### config.mk
export PLATFORM = sky130hd
export DESIGN_NAME = scm_ctrl
export DESIGN_NICKNAME = d
export VERILOG_FILES = /design/src/shared/scm_pkg.sv /design/src/rtl/scm_stab_timer.sv /design/src/rtl/scm_ctrl.sv
export SDC_FILE = /design/constraint.sdc
export NUM_CORES = 1
export LEC_CHECK = 0
export BUFFER_PORTS_ARGS = -buffer_cell sky130_fd_sc_hd__clkbuf_2
export CORE_AREA = 2 2 80 82
export CTS_CLUSTER_SIZE = 40
export DETAILED_ROUTE_END_ITERATION = 16
export DIE_AREA = 0 0 82 84
export PLACE_DENSITY = 0.85
export SLEW_MARGIN = 5
export SYNTH_ARGS = -nofsm -noshare
export SYNTH_HDL_FRONTEND = slang
export SYNTH_SLANG_ARGS = --single-unit
### constraint.sdc
create_clock -name pclk -period 4.6 [get_ports pclk]
set_clock_uncertainty 0.15 [all_clocks]
set_input_delay 0.23 -clock pclk [delete_from_list [all_inputs] [get_ports pclk]]
set_output_delay 0.23 -clock pclk [all_outputs]
set_load 0.01 [all_outputs]
### src/shared/scm_pkg.sv
package scm_pkg;

    // ==========================================================
    // Register map (word aligned, 32-bit APB data)
    // ==========================================================
    localparam logic [7:0] MODE_CTRL_OFS  = 8'h00;
    localparam logic [7:0] STATUS_OFS     = 8'h04;

    // ==========================================================
    // Mode control register fields
    // ==========================================================
    localparam int HCLK_SEL_BIT   = 0;
    localparam int IDLE_SEL_BIT   = 1;
    localparam int HIGH_RDY_BIT   = 2;
    localparam int LOW_RDY_BIT    = 3;
    localparam int FAST_WAKE_BIT  = 4;
    localparam int DIV_SEL_LSB    = 5;
    localparam logic [7:0] MODE_CTRL_RESET = 8'h03;

    // ==========================================================
    // Status register fields
    // ==========================================================
    localparam int STAT_STATE_LSB = 0;
    localparam int STAT_CPU_BIT   = 3;
    localparam int STAT_LOW_BIT   = 4;

    // ==========================================================
    // Divider select codes and stabilisation counts
    // ==========================================================
    localparam logic [2:0]  DIV_FIRST_HIGH = 3'h2;
    localparam logic [3:0]  DIV_SHIFT_BASE = 4'h8;
    localparam logic [10:0] XTAL_STAB_CYC  = 11'h400;
    localparam logic [10:0] RC_STAB_CYC    = 11'h010;
    localparam logic [10:0] INTERNAL_SLOW_OSC_STAB_CYC  = 11'h002;
    localparam int          STAB_CNT_W     = 11;

    // ==========================================================
    // Oscillator kinds and system clock sources
    // ==========================================================
    typedef enum logic [1:0] {
        HOSC_FAST_XTAL,
        HOSC_EXT_RC,
        HOSC_EXT_CLK,
        HOSC_INT_FAST
    } scm_hosc_t;

    typedef enum logic {
        LOSC_SLOW_XTAL,
        LOSC_INT_SLOW
    } scm_losc_t;

    typedef enum logic [1:0] {
        SRC_OFF,
        SRC_HIGH,
        SRC_LOW,
        SRC_SUB
    } scm_src_t;

    typedef enum logic [2:0] {
        ST_RUN,
        ST_IDLE0,
        ST_IDLE1,
        ST_SLEEP0,
        ST_SLEEP1,
        ST_WAKE,
        ST_FAST
    } scm_state_t;

endpackage

### src/rtl/scm_stab_timer.sv
module scm_stab_timer #(
    parameter int CNT_W = 11
) (
    input  wire logic             pclk,
    input  wire logic             presetn,
    input  wire logic             osc_on,
    input  wire logic             osc_tick,
    input  wire logic [CNT_W-1:0] target,
    output logic                  ready
);
    import scm_pkg::*;

    typedef struct packed {
        logic [CNT_W-1:0] cnt;
        logic             rdy;
    } scm_tmr_t;

    scm_tmr_t r_q;
    scm_tmr_t r_d;

    // ==========================================================
    // Stabilisation count
    // ==========================================================
    // Flag drops whenever the oscillator stops, so a restart always recounts
    always_comb begin
        r_d = r_q;
        if (!osc_on) begin
            r_d.cnt = '0;
            r_d.rdy = 1'b0;
        end else if (!r_q.rdy && osc_tick) begin
            r_d.cnt = r_q.cnt + 1'b1;
            if (r_d.cnt >= target) begin
                r_d.rdy = 1'b1;
            end
        end
    end

    always_ff @(posedge pclk or negedge presetn) begin
        if (!presetn) begin
            r_q <= '0;
        end else begin
            r_q <= r_d;
        end
    end

    assign ready = r_q.rdy;

endmodule

### src/rtl/scm_ctrl.sv
// What this block does
// High ready flag clears at power-on, sets once fast oscillator is stable.
// High ready low in sleep or idle0; after wake 1024 or 16 cycles.
// Halt with idle select set enters idle1 or idle0 by sysclk keep bit.
// Halt with idle select clear enters a sleep state.
// High clock select 1 gives undivided high clock, else divide field decides.
// Moving system clock from high to low clock stops the fast oscillator.
// Fast wake runs on substitute clock, only from sleep1 or idle0.
// Crystal fast wake: wake on substitute tick, switch after 1024 crystal cycles.
// RC or external clock wake takes 16 cycles; slow RC 2; fast bit ignored.
// Watchdog off leaves slow oscillators off in sleep0, no fast wake.
// Software clears high select and writes 000 or 001 to go slow.
// Switch to slow clock waits for the low ready flag.
// Software selects high clock again and polls high ready flag.
// Low clock with fast oscillator stopped also stops divide-by-16/64 taps.
// Halt, idle select 0, watchdog and detector off enters sleep0.
// Entering sleep0 clears the watchdog and holds it stopped.
// Any sleep entry sets power-down flag and clears timeout flag.
// Halt, idle select 0, watchdog or detector on enters sleep1.
// Entering sleep1 clears watchdog, keeps it counting on substitute clock.
// Divide field 000/001 low clock; 010..111 high clock over 64 to 2.
// Low ready rises after 1024 slow crystal or 2 slow RC cycles.
// A one-cycle halt request picks the target state on that same clock.
//
// Implementation choices: the APB register port and the placing of the registers.
module scm_ctrl (
    input  wire logic                 pclk,
    input  wire logic                 presetn,
    input  wire logic                 psel,
    input  wire logic                 penable,
    input  wire logic                 pwrite,
    input  wire logic [7:0]           paddr,
    input  wire logic [31:0]          pwdata,
    output logic      [31:0]          prdata,
    output logic                      pready,
    output logic                      pslverr,
    input  wire scm_pkg::scm_hosc_t   high_osc_type,
    input  wire scm_pkg::scm_losc_t   low_osc_type,
    input  wire logic                 watchdog_enable,
    input  wire logic                 wdt_clk_from_sub,
    input  wire logic                 low_voltage_detector,
    input  wire logic                 idle_sysclk_keep,
    input  wire logic                 halt_req,
    input  wire logic                 wake_req,
    input  wire logic                 high_osc_tick,
    input  wire logic                 low_osc_tick,
    output logic                      cpu_run,
    output scm_pkg::scm_src_t         sys_clk_src,
    output logic      [2:0]           sys_clk_shift,
    output logic                      high_osc_en,
    output logic                      low_osc_en,
    output logic                      high_div_taps_en,
    output logic                      wdt_clear,
    output logic                      wdt_run,
    output logic                      tbc_run,
    output logic                      power_down_flag_set,
    output logic                      watchdog_timeout_flag_clear,
    output scm_pkg::scm_state_t       power_mode
);
    import scm_pkg::*;

    typedef struct packed {
        scm_state_t  st;
        logic [2:0]  clock_divide_select;
        logic        fast_wake_enable;
        logic        idle_select;
        logic        high_clock_select;
        logic        src_low;
        logic        fast_pend;
        logic [31:0] prdata;
        logic        pready;
        logic        pslverr;
        logic        cpu_run;
        scm_src_t    src;
        logic [2:0]  shift;
        logic        hosc_en;
        logic        losc_en;
        logic        taps_en;
        logic        wdt_clear;
        logic        wdt_run;
        logic        tbc_run;
        logic        pd_set;
        logic        to_clr;
    } scm_ctrl_t;

    scm_ctrl_t r_q;
    scm_ctrl_t r_d;

    logic                  high_osc_ready;
    logic                  low_osc_ready;
    logic [STAB_CNT_W-1:0] high_target;
    logic [STAB_CNT_W-1:0] low_target;

    // ==========================================================
    // Oscillator stabilisation
    // ==========================================================
    // Crystal needs the long count; RC and external sources the short one
    assign high_target = (high_osc_type == HOSC_FAST_XTAL) ? XTAL_STAB_CYC
                                                           : RC_STAB_CYC;
    assign low_target  = (low_osc_type == LOSC_SLOW_XTAL) ? XTAL_STAB_CYC
                                                          : INTERNAL_SLOW_OSC_STAB_CYC;

    scm_stab_timer #(
        .CNT_W (STAB_CNT_W)
    ) u_high_tmr (
        .pclk     (pclk),
        .presetn  (presetn),
        .osc_on   (r_q.hosc_en),
        .osc_tick (high_osc_tick),
        .target   (high_target),
        .ready    (high_osc_ready)
    );

    scm_stab_timer #(
        .CNT_W (STAB_CNT_W)
    ) u_low_tmr (
        .pclk     (pclk),
        .presetn  (presetn),
        .osc_on   (r_q.losc_en),
        .osc_tick (low_osc_tick),
        .target   (low_target),
        .ready    (low_osc_ready)
    );

    // ==========================================================
    // Next state
    // ==========================================================
    always_comb begin
        logic        high_req;
        logic        setup;
        logic        mode_hit;
        logic        stat_hit;
        logic [7:0]  mode_rd;
        logic [7:0]  stat_rd;
        logic        hosc_state;
        high_req   = 1'b0;
        setup      = 1'b0;
        mode_hit   = 1'b0;
        stat_hit   = 1'b0;
        mode_rd    = '0;
        stat_rd    = '0;
        hosc_state = 1'b0;

        r_d             = r_q;
        r_d.wdt_clear   = 1'b0;
        r_d.pd_set      = 1'b0;
        r_d.to_clr      = 1'b0;

        // APB slave: data is prepared in setup, so access ends with no wait
        setup    = psel && !penable;
        mode_hit = (paddr == MODE_CTRL_OFS);
        stat_hit = (paddr == STATUS_OFS);
        mode_rd  = {r_q.clock_divide_select, r_q.fast_wake_enable, low_osc_ready,
                    high_osc_ready, r_q.idle_select, r_q.high_clock_select};
        stat_rd  = {3'h0, r_q.src_low, r_q.cpu_run, r_q.st};
        r_d.pready = setup;
        if (setup) begin
            r_d.pslverr = !(mode_hit || stat_hit);
            r_d.prdata  = '0;
            if (!pwrite && mode_hit) begin
                r_d.prdata[7:0] = mode_rd;
            end else if (!pwrite && stat_hit) begin
                r_d.prdata[7:0] = stat_rd;
            end
        end else begin
            // Error and data stand only for the cycle in which pready is high
            r_d.pslverr = 1'b0;
            r_d.prdata  = '0;
        end
        // Ready flags are read-only: their write lanes are dropped
        if (psel && penable && r_q.pready && pwrite && mode_hit) begin
            r_d.high_clock_select   = pwdata[HCLK_SEL_BIT];
            r_d.idle_select         = pwdata[IDLE_SEL_BIT];
            r_d.fast_wake_enable    = pwdata[FAST_WAKE_BIT];
            r_d.clock_divide_select = pwdata[DIV_SEL_LSB +: 3];
        end

        high_req = r_q.high_clock_select || (r_q.clock_divide_select >= DIV_FIRST_HIGH);

        case (r_q.st)
            ST_RUN: begin
                // Low clock is taken only once it is stable
                if (!high_req && low_osc_ready) begin
                    r_d.src_low = 1'b1;
                end else if (high_req && high_osc_ready) begin
                    r_d.src_low = 1'b0;
                end
                if (halt_req) begin
                    r_d.wdt_clear = 1'b1;
                    r_d.pd_set    = 1'b1;
                    r_d.to_clr    = 1'b1;
                    if (r_q.idle_select) begin
                        r_d.st = idle_sysclk_keep ? ST_IDLE1 : ST_IDLE0;
                    end else if (watchdog_enable || low_voltage_detector) begin
                        r_d.st = ST_SLEEP1;
                    end else begin
                        r_d.st = ST_SLEEP0;
                    end
                end
            end
            ST_IDLE1: begin
                if (wake_req) begin
                    r_d.st = ST_RUN;
                end
            end
            ST_IDLE0, ST_SLEEP1: begin
                if (wake_req) begin
                    r_d.fast_pend = r_q.fast_wake_enable && !r_q.src_low
                                    && (high_osc_type == HOSC_FAST_XTAL);
                    r_d.st        = ST_WAKE;
                end
            end
            ST_SLEEP0: begin
                // Substitute clock is stopped here, so fast wake cannot help
                if (wake_req) begin
                    r_d.fast_pend = 1'b0;
                    r_d.st        = ST_WAKE;
                end
            end
            ST_WAKE: begin
                if (r_q.fast_pend) begin
                    if (low_osc_tick) begin
                        r_d.st = ST_FAST;
                    end
                end else if (r_q.src_low ? low_osc_ready : high_osc_ready) begin
                    r_d.st = ST_RUN;
                end
            end
            ST_FAST: begin
                if (high_osc_ready) begin
                    r_d.fast_pend = 1'b0;
                    r_d.st        = ST_RUN;
                end
            end
            default: begin
                r_d.st = ST_WAKE;
            end
        endcase

        // Outputs follow the next state so they settle with it
        r_d.cpu_run = (r_d.st == ST_RUN) || (r_d.st == ST_FAST);
        hosc_state  = (r_d.st == ST_RUN) || (r_d.st == ST_WAKE) ||
                      (r_d.st == ST_FAST) || (r_d.st == ST_IDLE1);
        r_d.hosc_en = hosc_state && (high_req || !r_d.src_low);
        r_d.taps_en = r_d.hosc_en;
        r_d.losc_en = (r_d.st != ST_SLEEP0);

        case (r_d.st)
            ST_RUN, ST_IDLE1: r_d.src = r_d.src_low ? SRC_LOW : SRC_HIGH;
            ST_FAST:          r_d.src = SRC_SUB;
            default:          r_d.src = SRC_OFF;
        endcase
        if (r_q.high_clock_select || r_q.clock_divide_select < DIV_FIRST_HIGH) begin
            r_d.shift = 3'h0;
        end else begin
            r_d.shift = 3'(DIV_SHIFT_BASE - {1'b0, r_q.clock_divide_select});
        end

        case (r_d.st)
            ST_SLEEP0: r_d.wdt_run = 1'b0;
            ST_SLEEP1: r_d.wdt_run = watchdog_enable && wdt_clk_from_sub;
            ST_IDLE0:  r_d.wdt_run = watchdog_enable && wdt_clk_from_sub;
            ST_WAKE:   r_d.wdt_run = watchdog_enable && wdt_clk_from_sub;
            default:   r_d.wdt_run = watchdog_enable;
        endcase
        r_d.tbc_run = (r_d.st != ST_SLEEP0) && (r_d.st != ST_SLEEP1) &&
                      (r_d.st != ST_WAKE);
    end

    // ==========================================================
    // State register
    // ==========================================================
    // Power-on starts in the wake wait so the CPU holds until the clock is stable
    always_ff @(posedge pclk or negedge presetn) begin
        if (!presetn) begin
            r_q                     <= '0;
            r_q.st                  <= ST_WAKE;
            r_q.high_clock_select   <= MODE_CTRL_RESET[HCLK_SEL_BIT];
            r_q.idle_select         <= MODE_CTRL_RESET[IDLE_SEL_BIT];
            r_q.fast_wake_enable    <= MODE_CTRL_RESET[FAST_WAKE_BIT];
            r_q.clock_divide_select <= MODE_CTRL_RESET[DIV_SEL_LSB +: 3];
            r_q.src                 <= SRC_OFF;
            r_q.hosc_en             <= 1'b1;
            r_q.losc_en             <= 1'b1;
            r_q.taps_en             <= 1'b1;
        end else begin
            r_q <= r_d;
        end
    end

    assign prdata                      = r_q.prdata;
    assign pready                      = r_q.pready;
    assign pslverr                     = r_q.pslverr;
    assign cpu_run                     = r_q.cpu_run;
    assign sys_clk_src                 = r_q.src;
    assign sys_clk_shift               = r_q.shift;
    assign high_osc_en                 = r_q.hosc_en;
    assign low_osc_en                  = r_q.losc_en;
    assign high_div_taps_en            = r_q.taps_en;
    assign wdt_clear                   = r_q.wdt_clear;
    assign wdt_run                     = r_q.wdt_run;
    assign tbc_run                     = r_q.tbc_run;
    assign power_down_flag_set         = r_q.pd_set;
    assign watchdog_timeout_flag_clear = r_q.to_clr;
    assign power_mode                  = r_q.st;

endmodule

==> impl_metrics.json <==
{
  "post_cts_buffers": 0,
  "dr.pass1.iters": 4,
  "cp.arrival_ps": 2930,
  "setup_viol": 0,
  "hold_viol_final": 0,
  "syn_inst": 338,
  "globalplace.congestion": 0.855,
  "core_sq_mm": 0.00610,
  "ant_nets": 0,
  "layout-drive-gt1-share_pct": 22.0,
  "port_buffers": 56,
  "drv_cap": 0,
  "initial_core_util_pct": 53.3,
  "clkPwrFrac_pct": 21.9,
  "synth_area_leaders": "dfrtp_1, buf_4, dfstp_2",
  "ys_types": 56,
  "h-tree-depth": 2,
  "p_seq_share_pct": 47.4,
  "clk_latency_ps": 310,
  "critical_path.startpoint_type": "register",
  "async_flop_share_pct": 100,
  "cts.sinks": 56,
  "synth_top_family_by_area": "simple AND/OR/NAND/NOR gates",
  "fin_crit_ps": 2890,
  "synth-seq-cells": 56,
  "synth_top_area_cell": "dfrtp_1",
  "die_h_microns": 84,
  "first_global_vias": 2235,
  "combPwrFrac_pct": 30.8,
  "row_count": 29,
  "synth_xor_area_share_pct": 7.54,
  "layout_commonest_cell": "clkbuf_2",
  "grt_max_degree": 57,
  "drc": 0,
  "area.growth.synth_to_final_pct": 9.31,
  "ys_seq_area_share_pct": 43.3,
  "internal_power_uw": 952,
  "max_freq_mhz": 346,
  "ios": 107,
  "clockBufferDepth": 2,
  "nFillCells": 496,
  "rsz0062_at_grt": "false",
  "slew_violations": 0,
  "tritoncts": "done",
  "die_w_microns": 82,
  "hold_path.class": "in -> reg",
  "synth_flop_cell": "dfrtp_1",
  "drt_wl_total_microns": 5830,
  "power_leakage_uw": 0.00169,
  "multi_input_area_sq_mm": 0.00152,
  "dpl.cell_count": 442,
  "fin_cells": 458,
  "yosysWarnings": 0,
  "netlist.area_leader.share_pct": 38.5,
  "antenna_found_initial": 0,
  "syn_avg_cell_area_sq_um": 9.62,
  "worstMarginPinSlew_ps": 794,
  "peakVddDrop_uv": 345,
  "grt_pass1_wl_microns": 9630,
  "vias_per_cell": 5.33,
  "dpl.hpwl_microns": 4270,
  "grt-ovfl-total": 0,
  "switchingPower_uw": 524,
  "crit_fanout": 6,
  "min_period_over_period_pct": 62.9,
  "synth_simple_gate_area_share_pct": 19.0,
  "seqCellArea_sq_mm": 0.00141,
  "nets": 444,
  "synthAdderAreaFrac_pct": 3.08,
  "numCtsBuffers": 5,
  "ctsResizeCount": 0,
  "worstPathRequired_ps": 4640,
  "cp-end-kind": "register",
  "synth_area_sq_mm": 0.00325,
  "outcome": "finished, final reports clean",
  "n_antenna_cell": 0,
  "synth-compound-area-share_pct": 12.4,
  "final_cell_mix": "clkbuf_2, dfrtp_1, nand2_1",
  "powerDensity_mw_per_mm2": 415,
  "avgRoutedWirePerCell_microns": 12.7,
  "p_sw_share_pct": 35.5,
  "drtIter0Drc": 207,
  "max_slew_margin_pct": 46.9,
  "vias": 2441,
  "tns_ps": 0,
  "crit_type": "reg -> reg",
  "path_clk_slew_ps": 110,
  "cts_root_buffer": "clkbuf_8",
  "grt_usage_pct": 17.5,
  "die_area_sq_mm": 0.00689,
  "muxShareOfSynthArea_pct": 2.00,
  "synth-edff-count": 0
}
power by group through the flow:
| stage | logic (uW) | clock network [uW] | registers, uW |
|---|---|---|---|
| floorplan | 402 | 0 | 660 |
| global placement | 437 | 0 | 701 |
| detailed placement | 446 | 0 | 709 |
| CTS | 456 | 335 | 698 |
| global route | 515 | 352 | 716 |
| finish | 454 | 323 | 699 |
registers in the layout (all words and copies together), names as in the netlist:
name,count
r_q,8
sys_clk_shift,3
sys_clk_src,2
u_low_tmr.r_q,11
tbc_run,1
low_osc_en,1
u_high_tmr.ready,1
high_div_taps_en,1
power_down_flag_set,1
wdt_run,1
u_high_tmr.r_q,11
prdata,8
power_mode,3
pready,1
u_low_tmr.ready,1
cpu_run,1
pslverr,1
worst max-delay path, stage by stage, from the launching register on:
cell	delay (ps)
dfrtp_1	460
ha_1	230
and4_1	280
nand4_1	230
nor2_1	190
xor2_1	170
ha_1	250
o21a_1	180
o21ai_0	270
a21oi_1	70
a211o_1	300
cell type report:
type,instances,area share [%]
clock inverters,3,1.30
well taps,77,2.71
clock buffers,5,1.94
repair buffers,65,10.4
flip-flops and latches,56,39.6
inverters,12,1.27
multi-input cells,240,42.8
metal layers:
metal	share of wire, %	wire length [microns]	up-vias	track usage (%)
met1	42	2450	1179	21.1
met4	1.2	68	0	6.06
li1	-	-	1177	-
met5	0	0	-	0
met3	5.4	313	6	2.60
met2	51	3000	79	31.0
worst paths after layout:
path	start	to	slack (ps)	depth (start not counted)
max reg2reg	u_low_tmr.r_q[1]$_DFFE_PN0P_	u_low_tmr.ready$_DFFE_PN0P_	1710	10
min reg2reg	r_q[53]$_DFFE_PN0P_	prdata[5]$_DFF_PN0_	350	1
max	u_low_tmr.r_q[1]$_DFFE_PN0P_	u_low_tmr.ready$_DFFE_PN0P_	1710	10
min	paddr[6]	pslverr$_DFF_PN0_	40	3
min in group asynchronous	presetn	u_high_tmr.r_q[3]$_DFFE_PN0P_	440	3
max in group asynchronous	presetn	power_mode[1]$_DFF_PN0_	3400	3
cell usage after synthesis (all sizes together) (2+ instances only):
library cell  count
nand4             8
dfstp             6
a21boi            6
ha                8
mux2              4
o21ai            10
dfrtp            50
nor4              3
nor2             24
and4              2
a22o              5
a21o              3
a21oi            14
a31oi             2
nor3              6
xor2             14
or3               4
o2111ai           2
buf              46
nor2b             3
inv              12
nand3            10
xnor2            14
nand2b            6
a2bb2oi           2
mux2i             2
o311ai            2
a221oi            2
clkbuf            7
and2             14
nand2            30
what timing repair did:
item	CTS	global route
setup endpoints to repair	0	0
hold endpoints to repair	57	0
hold buffers	8	0
stage by stage:
step,setup WS [ps],hold WS [ps],power [uW],instance area (sq um),util (%)
after CTS,1710,22.8,1490,3550,58.3
after global routing,1410,50.5,1580,3550,58.3
after floorplan,2000,-216,1060,3340,-
final,1710,38.1,1480,3550,58.3
after global placement,1790,249,1140,3360,55.1
after detailed placement,1720,253,1150,3360,55.1
cell families after synthesis:
family | count (synthesis)
buf+inv | 65
xor+xnor | 28
flops | 56
other cells | 1
compound gates | 57
mux | 6
simple gates | 117
fa+ha+maj | 8
No activity file was read; power rests on OpenSTA's default activity.
